<file path="src/pkg/dfs_pkg.sv">
`default_nettype none
package dfs_pkg;
  // Clock and blink timing.
  localparam int unsigned ClkHz       = 100_000_000;
  localparam int unsigned TickUs      = 1000;
  localparam int unsigned TickCycles  = ClkHz / 1_000_000 * TickUs;
  localparam int unsigned SlowHalfMs  = 500;
  localparam int unsigned FastHalfMs  = 100;
  localparam int unsigned FlashOnMs   = 200;
  localparam int unsigned FlashGapMs  = 300;
  localparam int unsigned GroupGapMs  = 1500;
  localparam int unsigned MsW         = 12;

  // Register addresses and reset values.
  localparam logic [7:0] AddrStatus  = 8'h00;
  localparam logic [7:0] AddrIrqStat = 8'h04;
  localparam logic [7:0] AddrIrqMask = 8'h08;
  localparam logic [7:0] AddrControl = 8'h0C;
  localparam logic [7:0] AddrCommand = 8'h10;
  localparam logic [31:0] ControlReset = 32'h0000_0000;
  localparam logic [31:0] MaskReset    = 32'h0000_0000;

  // Bit positions.
  localparam int unsigned CtlPolBit  = 0;
  localparam int unsigned CtlRstIn   = 1;
  localparam int unsigned CmdClrBit  = 0;
  localparam int unsigned CmdProbe   = 1;
  localparam int unsigned IrqFault   = 0;
  localparam int unsigned IrqShut    = 1;
  localparam int unsigned IrqUnprob  = 2;

  // Fault codes equal the red flash count.
  localparam logic [2:0] CodeNone = 3'h0;
  localparam int unsigned NumFaults = 7;

  typedef enum logic [1:0] {LedOff, LedGreen, LedRed} dfs_led_t;

  typedef struct packed {
    logic stall;
    logic underVolt;
    logic overVolt;
    logic overCurrent;
    logic overTemp;
    logic checksumBad;
  } dfs_fault_in_t;

  typedef struct packed {
    logic [7:0]  addr;
    logic [31:0] wdata;
    logic        wr;
    logic        rd;
  } dfs_bus_t;
endpackage
`default_nettype wire

</file>
<file path="src/logic/dfs_flash_seq.sv">
`timescale 1ns/1ps
`default_nettype none
module dfs_flash_seq (
  // Clock and reset.
  input  wire logic        clk_sys,
  input  wire logic        rst_n,
  // Millisecond enable and the flash count to show, zero for idle.
  input  wire logic        msTick,
  input  wire logic [2:0]  count,
  // Red lamp on.
  output logic             redOn
);
  import dfs_pkg::*;

  typedef enum {SeqIdle, SeqOn, SeqGap, SeqPause} dfs_seq_t;
  dfs_seq_t          state;
  logic [MsW-1:0]    msCnt;
  logic [2:0]        done;

  // group pause: a long dark pause then repeat, so the count reads cleanly.
  always_ff @(posedge clk_sys) begin
    if (!rst_n || count == CodeNone) begin
      state <= SeqIdle;
      msCnt <= '0;
      done  <= '0;
    end else if (state == SeqIdle) begin
      state <= SeqOn;
      msCnt <= '0;
      done  <= '0;
    end else if (msTick) begin
      msCnt <= msCnt + 1'b1;
      unique case (state)
        SeqOn: if (msCnt == MsW'(FlashOnMs - 1)) begin
          msCnt <= '0;
          done  <= done + 1'b1;
          state <= (done + 1'b1 == count) ? SeqPause : SeqGap;
        end
        SeqGap: if (msCnt == MsW'(FlashGapMs - 1)) begin
          msCnt <= '0;
          state <= SeqOn;
        end
        SeqPause: if (msCnt == MsW'(GroupGapMs - 1)) begin
          msCnt <= '0;
          done  <= '0;
          state <= SeqOn;
        end
        default: state <= SeqIdle;
      endcase
    end
  end

  assign redOn = (state == SeqOn);

  // pause stays dark: the lamp stays off until the pause count runs out.
  a_pause_dark: assert property (@(posedge clk_sys) disable iff (!rst_n)
    state == SeqPause && !msTick |=> !redOn) else $error("Lamp lit during group pause.");
endmodule // dfs_flash_seq
`default_nettype wire

</file>
<file path="src/logic/dfs_fault_status.sv">
`timescale 1ns/1ps
`default_nettype none
module dfs_fault_status (
  // Clock and reset.
  input  wire logic                  clk_sys,
  input  wire logic                  rst_n,
  // Register port.
  input  wire dfs_pkg::dfs_bus_t     bus,
  output logic [31:0]                rdData,
  // Drive conditions.
  input  wire dfs_pkg::dfs_fault_in_t faultIn,
  input  wire logic                  motor_safety_loop,
  input  wire logic                  disable_request_input,
  input  wire logic                  resetInput,
  input  wire logic                  regenDump,
  // Drive outputs.
  output logic                       ampEnable,
  output logic                       faultOut,
  output logic                       ledGreen,
  output logic                       ledRed,
  output logic                       irq
);
  import dfs_pkg::*;

  logic [31:0]          control;
  logic [2:0]           irqStat;
  logic [2:0]           irqMask;
  logic [NumFaults-1:0] latched;
  logic [2:0]           firstCode;
  logic                 unprobed;
  logic [$clog2(TickCycles)-1:0] tickCnt;
  logic                 msTick;
  logic [MsW-1:0]       blinkCnt;
  logic                 slowPh;
  logic                 fastPh;
  logic                 redFlash;
  logic                 shutdown;
  logic                 clearReq;
  logic                 resetInPrev;
  logic [NumFaults-1:0] next_raw;
  logic [2:0]           rdIrq;

  wire writeHit = bus.wr;

  // Turns the raw fault inputs into a vector indexed by flash count minus one.
  function automatic logic [NumFaults-1:0] faultVec(input dfs_fault_in_t f, input logic loopOk);
    faultVec = {f.checksumBad, f.overTemp, !loopOk, f.overCurrent,
                f.overVolt, f.underVolt, f.stall};
  endfunction

  // Lowest set bit becomes a flash count.
  function automatic logic [2:0] codeOf(input logic [NumFaults-1:0] v);
    codeOf = CodeNone;
    for (int i = NumFaults - 1; i >= 0; i--) begin
      if (v[i]) codeOf = 3'(i + 1);
    end
  endfunction

  assign next_raw = faultVec(faultIn, motor_safety_loop);

  // shutdown polarity: the control bit selects the active level.
  assign shutdown = disable_request_input ^ control[CtlPolBit];

  // clear sources: command write or a rising edge on the reset input.
  assign clearReq = (writeHit && bus.addr == AddrCommand && bus.wdata[CmdClrBit])
                  || (control[CtlRstIn] && resetInput && !resetInPrev);

  // Edge detect on the reset input.
  always_ff @(posedge clk_sys) begin
    if (!rst_n) begin
      resetInPrev <= 1'b0;
    end else begin
      resetInPrev <= resetInput;
    end
  end

  // latch faults; a fault present during clear stays latched.
  always_ff @(posedge clk_sys) begin
    if (!rst_n) begin
      latched <= '0;
    end else if (clearReq) begin
      latched <= next_raw;
    end else begin
      latched <= latched | next_raw;
    end
  end

  // first fault: the displayed code is frozen until a clear request.
  always_ff @(posedge clk_sys) begin
    if (!rst_n) begin
      firstCode <= CodeNone;
    end else if (clearReq) begin
      firstCode <= codeOf(next_raw);
    end else if (firstCode == CodeNone) begin
      firstCode <= codeOf(next_raw);
    end
  end

  // probe state: power-up is unprobed until software probes the motor.
  always_ff @(posedge clk_sys) begin
    if (!rst_n) begin
      unprobed <= 1'b1;
    end else if (writeHit && bus.addr == AddrCommand && bus.wdata[CmdProbe]) begin
      unprobed <= 1'b0;
    end
  end

  // Millisecond enable; blink phases derive from it rather than a second clock.
  always_ff @(posedge clk_sys) begin
    if (!rst_n || msTick) begin
      tickCnt <= '0;
    end else begin
      tickCnt <= tickCnt + 1'b1;
    end
  end
  assign msTick = (tickCnt == ($clog2(TickCycles))'(TickCycles - 1));

  // blink phases: slow and fast toggle from one millisecond counter.
  always_ff @(posedge clk_sys) begin
    if (!rst_n) begin
      blinkCnt <= '0;
      slowPh   <= 1'b0;
      fastPh   <= 1'b0;
    end else if (msTick) begin
      blinkCnt <= (blinkCnt == MsW'(SlowHalfMs - 1)) ? '0 : blinkCnt + 1'b1;
      if (blinkCnt == MsW'(SlowHalfMs - 1)) begin
        slowPh <= !slowPh;
      end
      if (blinkCnt % MsW'(FastHalfMs) == MsW'(FastHalfMs - 1)) begin
        fastPh <= !fastPh;
      end
    end
  end

  // flash groups: the sequencer emits the count of the first fault.
  dfs_flash_seq uFlash (
    .clk_sys (clk_sys),
    .rst_n   (rst_n),
    .msTick  (msTick),
    .count   (firstCode),
    .redOn   (redFlash)
  );

  // amplifier: off on shutdown or any latched fault.
  always_ff @(posedge clk_sys) begin
    if (!rst_n) begin
      ampEnable <= 1'b0;
    end else begin
      ampEnable <= !shutdown && next_raw == '0 && latched == '0 && !unprobed;
    end
  end

  // LED priority: faults, unprobed, shutdown, regen, then normal.
  always_ff @(posedge clk_sys) begin
    if (!rst_n) begin
      ledGreen <= 1'b0;
      ledRed   <= 1'b1;
    end else if (firstCode != CodeNone) begin
      ledGreen <= 1'b0;
      ledRed   <= redFlash;
    end else if (unprobed) begin
      ledGreen <= 1'b0;
      ledRed   <= 1'b1;
    end else if (shutdown) begin
      ledGreen <= slowPh;
      ledRed   <= 1'b0;
    end else if (regenDump) begin
      ledGreen <= fastPh;
      ledRed   <= 1'b0;
    end else begin
      ledGreen <= 1'b1;
      ledRed   <= 1'b0;
    end
  end

  // fault output: high while any fault or the unprobed state stands.
  always_ff @(posedge clk_sys) begin
    if (!rst_n) begin
      faultOut <= 1'b1;
    end else begin
      faultOut <= (latched | next_raw) != '0 || unprobed;
    end
  end

  // Sticky events; a new event wins over a write-one clear in the same cycle.
  assign rdIrq = {unprobed, shutdown, (latched != '0)};
  always_ff @(posedge clk_sys) begin
    if (!rst_n) begin
      irqStat <= '0;
    end else begin
      irqStat <= (irqStat & ~((writeHit && bus.addr == AddrIrqStat) ? bus.wdata[2:0] : 3'h0))
               | rdIrq;
    end
  end

  // Software registers.
  always_ff @(posedge clk_sys) begin
    if (!rst_n) begin
      control <= ControlReset;
      irqMask <= MaskReset[2:0];
    end else if (writeHit) begin
      if (bus.addr == AddrControl) control <= {30'h0000_0000, bus.wdata[1:0]};
      if (bus.addr == AddrIrqMask) irqMask <= bus.wdata[2:0];
    end
  end

  assign irq = (irqStat & irqMask) != 3'h0;

  // Read data one cycle after the strobe; unmapped addresses read zero.
  always_ff @(posedge clk_sys) begin
    if (!rst_n) begin
      rdData <= '0;
    end else if (bus.rd) begin
      unique case (bus.addr)
        AddrStatus:  rdData <= {16'h0000, 1'b0, firstCode, 1'b0, unprobed, shutdown,
                                ampEnable, 1'b0, latched};
        AddrIrqStat: rdData <= {29'h0000_0000, irqStat};
        AddrIrqMask: rdData <= {29'h0000_0000, irqMask};
        AddrControl: rdData <= control;
        default:     rdData <= '0;
      endcase
    end else begin
      rdData <= '0;
    end
  end

  // shutdown disables: amplifier off one cycle after shutdown.
  a_shut_amp_off: assert property (@(posedge clk_sys) disable iff (!rst_n)
    shutdown |=> !ampEnable) else $error("Amplifier on during shutdown.");
  // enable when clear: clean conditions enable the amplifier.
  a_amp_enabled: assert property (@(posedge clk_sys) disable iff (!rst_n)
    !shutdown && next_raw == '0 && latched == '0 && !unprobed |=> ampEnable)
    else $error("Amplifier off without cause.");
  // loop loss latches: safety loop loss cuts current and holds code five.
  a_loop_latch: assert property (@(posedge clk_sys) disable iff (!rst_n)
    !motor_safety_loop && !clearReq |=> !ampEnable && latched[4])
    else $error("Safety loop loss not latched.");
  // fault output: raised by a new fault next cycle.
  a_fault_out: assert property (@(posedge clk_sys) disable iff (!rst_n)
    next_raw != '0 |=> faultOut) else $error("Fault output missing.");
  // stays while flashing: red implies fault output high.
  a_red_fault: assert property (@(posedge clk_sys) disable iff (!rst_n)
    ledRed |-> faultOut) else $error("Red lamp without fault output.");
  // normal green: quiet drive shows steady green.
  a_green_normal: assert property (@(posedge clk_sys) disable iff (!rst_n)
    firstCode == CodeNone && !unprobed && !shutdown && !regenDump |=> ledGreen && !ledRed)
    else $error("Normal state not green.");
  // first held: the shown code never changes without a clear.
  a_first_held: assert property (@(posedge clk_sys) disable iff (!rst_n)
    firstCode != CodeNone && !clearReq |=> $stable(firstCode))
    else $error("Displayed fault changed.");
  // unprobed red: steady red while unprobed and no fault shown.
  a_unprobed_red: assert property (@(posedge clk_sys) disable iff (!rst_n)
    unprobed && firstCode == CodeNone |=> ledRed && !ledGreen)
    else $error("Unprobed state not red.");
endmodule // dfs_fault_status
`default_nettype wire

</file>
<file path="config.mk">
export PLATFORM = sky130hd
export DESIGN_NAME = dfs_fault_status
export DESIGN_NICKNAME = d
export VERILOG_FILES = /design/src/pkg/dfs_pkg.sv /design/src/logic/dfs_flash_seq.sv /design/src/logic/dfs_fault_status.sv
export SDC_FILE = /design/constraint.sdc
export NUM_CORES = 1
export LEC_CHECK = 0
export BUFFER_PORTS_ARGS = -buffer_cell sky130_fd_sc_hd__buf_2
export CAP_MARGIN = 5
export CORE_ASPECT_RATIO = 2
export CORE_UTILIZATION = 45
export CTS_CLUSTER_SIZE = 28
export DETAILED_ROUTE_END_ITERATION = 16
export PLACE_DENSITY = 0.64
export SLEW_MARGIN = 20
export SYNTH_ARGS = -nofsm -noshare
export SYNTH_HDL_FRONTEND = slang
export SYNTH_SLANG_ARGS = --single-unit
</file>
<file path="constraint.sdc">
create_clock -name clk_sys -period 4.08 [get_ports clk_sys]
set_input_delay 0.816 -clock clk_sys [delete_from_list [all_inputs] [get_ports clk_sys]]
set_output_delay 0.816 -clock clk_sys [all_outputs]
set_load 0.1 [all_outputs]
</file>
==> run metrics <==
outcome complete, no violations; power density of the placed cells 339 nW/um2; WHS Path Cells 1; RSZ-0062 raised after global routing no; warnings from Yosys 0; grt total ovfl 0; drt first-iter violations between 100 and 150; Final GP Congestion ~0.83; CP max stage cell or4b_1; Clock Latency Late Sink between 0.3 and 0.4 ns; Die Span Y around 150 um; final worst slack 0.122 ns; Max-slew headroom 0.414; global-route wire length before repair approximately 19000 um; number of synthesized flops with an enable pin 0; Final Max Tran Viols 0; largest net degree at the start of global routing 23; Worst Path Required 4.31 ns; row count 53; worst-path fanout max 14; CP Cell Sequence or2_1, a21o_1, a311o_2, a2111oi_4, nor2_1, a32o_2, or3_4, a211o_1, a31oi_1, nor3_1, or4b_1, mux2i_1; IO Port Bufs 42; Tcrit/Tclk final 0.970; area delta synth->final 14.4%; Leakage between 0.002 and 0.0025 uW; Worst Max-Slew Pin Slew approximately 0.87 ns; Post-DRT Antenna Nets 0; vias 4246; initial antenna violation count 0; WP depth 12; CTS Buf Count 9; met1 wire length between 4000 and 5000 um; Final #Nets approximately 700; number of global-route vias before repair roughly 4200; hpwl dp between 8000 and 9000 um; Mean Syn Cell Area around 8.1 um2; All-Layer GR Usage 0.221; Peak VDD IR between 0.0002 and 0.0003 V; cells after synthesis just under 600; most frequent cells in the layout 92 x nor2_1, 79 x dfxtp_1, 48 x nand2_1; clock sink count 85; Setup violations, final 0; most common cell after layout, fill and taps aside nor2_1; CTS tree built; maxcap violations 0; chip width roughly 75 um; post-synthesis sequential area ratio 0.355; Max clock buf depth 2; final wirelength between 10000 and 15000 um; routed length on met3 279 um; highest metal used met4; Fin. Hold Viols 0; met2 WL between 6000 and 7000 um; crit path DAT approximately 4.2 ns; CTS H-tree lvls 3; root buffer cell clkbuf_16; Setup crit start kind flip-flop; dpl ws 0.0917 ns; CP endpoint kind flip-flop; Diodes inserted 0; Synth Cell Area 4800 um2; Fmax roughly 0.25 GHz; most used flip-flop cell after synthesis dfxtp_1; Critical Path Max Stage Delay 0.50 ns; area of the core around 10000 um2; routed len/inst ~15 um; full die area ~11000 um2; Synth cell types 78; setup TNS 0 ns; I/O pins 91; synthesized flop and latch total 85; worst hold path type flip-flop to flip-flop; clock-pin slew on the worst setup and hold paths 0.06 ns; fin crit period approximately 4.0 ns; depth of the worst register-to-register path 12; vias per std cell 5.44; Initial DRT Pass Iterations 4; family with the most delay on the worst path compound AO/OA/AOI/OAI gates; Clock Skew 0.00617 ns; DRC viols 0; Initial Utilization 0.461; fraction of registers with async set/reset 0; hold-fix buffers at CTS 0; layout cells sized above 1 0.177; worst path buffer plus inverter count 0; CP Class flip-flop to flip-flop
metal layers:
metal,global-route usage,vias up
li1,-,2125
met5,0,-
met2,0.425,80
met3,0.0389,21
met4,0.0906,0
met1,0.220,2020
worst register-to-register path: cells and delay by family (launching register included):
family | cells | cell delay, ns
DFF | 1 | 0.41
AOI/OAI and AO/OA | 6 | 1.94
and+or+nand+nor | 5 | 1.37
muxes | 1 | 0.14
repair_timing:
| action | 4_1_cts | 5_1_grt |
|---|---|---|
| setup endpoints to repair | 0 | 1 |
| buffers inserted | 0 | 1 |
| resized for setup | 0 | 13 |
flip-flops by register name, summed over array words and instances, names as in the netlist, 2 cells and up:
| register | flops |
|---|---|
| blinkCnt | 12 |
| control | 2 |
| firstCode | 3 |
| irqMask | 3 |
| irqStat | 3 |
| latched | 7 |
| rdData | 13 |
| tickCnt | 17 |
| uFlash.done | 3 |
| uFlash.msCnt | 12 |
| uFlash.state | 2 |
cells by family after synthesis:
logic type	count (synthesis)	share of synthesized area
muxes	13	0.0329
other	1	0.000782
buffers and inverters	64	0.0686
adders and majority gates	5	0.0130
and+or+nand+nor	260	0.266
DFF	85	0.355
AOI/OAI and AO/OA	121	0.178
xor gates and xnor gates	46	0.0856
cells in the mapped netlist, types with 2 or more instances:
library cell	instances	area (um2)
a211o_1	2	17.5
a21oi_1	40	200
nor3_1	15	75.1
clkbuf_1	18	67.6
nor2b_1	7	43.8
a31oi_1	4	25.0
or2_2	3	18.8
mux2i_1	9	90.1
o32ai_1	3	26.3
and3_1	6	37.5
buf_1	2	7.51
dfxtp_1	85	1700
nand3_1	21	105
nand4_1	11	68.8
or3_1	6	37.5
and2_1	12	75.1
o21ai_1	3	15.0
nand3b_1	4	30.0
nor2_1	92	345
a21boi_1	3	22.5
nor4_1	10	62.6
nand2_1	48	180
o211ai_1	4	30.0
a32oi_1	2	17.5
xnor2_1	27	236
a311oi_1	2	17.5
inv_1	15	56.3
mux4_2	2	45.0
o21ai_0	19	95.1
buf_4	19	143
or4_1	4	30.0
ha_1	5	62.6
buf_2	7	35.0
o21a_1	4	30.0
a21o_1	4	30.0
nand2b_1	12	75.1
o22ai_1	2	12.5
o211a_1	2	20.0
xor2_1	18	158
a22oi_1	5	37.5
per-stage QoR:
stage | power (uW) | cell area, um2 | instances | hold slack, ns | util
5_1_grt | 1920 | 5490 | 780 | 0.491 | 0.527
3_5_place_dp | 1040 | 5120 | 763 | 0.442 | 0.492
3_3_place_gp | 1040 | 5120 | 763 | 0.428 | 0.492
2_1_floorplan | 1030 | 4860 | 613 | 0.418 | -
4_1_cts | 1870 | 5430 | 779 | 0.461 | 0.521
6_report | 1860 | 5490 | 780 | 0.459 | 0.527
area by class of cell:
class	count	area [um2]
sequential	85	1710
timing repair buffer	62	360
tap	137	171
clock inverter	6	68.8
inverter	16	60.1
clock buffer	10	239
multi-input combinational	464	2880
fill	1026	4920
final timing paths:
| check | from | slack [ns] | endpoint |
|---|---|---|---|
| worst max register to register | blinkCnt[7]$_SDFFE_PN0N_ | 0.12 | fastPh$_SDFFE_PN0P_ |
| worst max-delay path | blinkCnt[7]$_SDFFE_PN0N_ | 0.12 | fastPh$_SDFFE_PN0P_ |
| worst min-delay path | ampEnable$_SDFF_PN0_ | 0.46 | rdData[8]$_SDFF_PN0_ |
| worst min register to register | ampEnable$_SDFF_PN0_ | 0.46 | rdData[8]$_SDFF_PN0_ |
report_power, final:
group / total [uW] / leakage, uW / internal, uW / switching, uW
registers: 861 / 0.000693 / 846 / 15.3
clock network: 832 / 0.000149 / 495 / 337
logic: 166 / 0.00128 / 34.2 / 132
(Power assumes the default switching activity.)
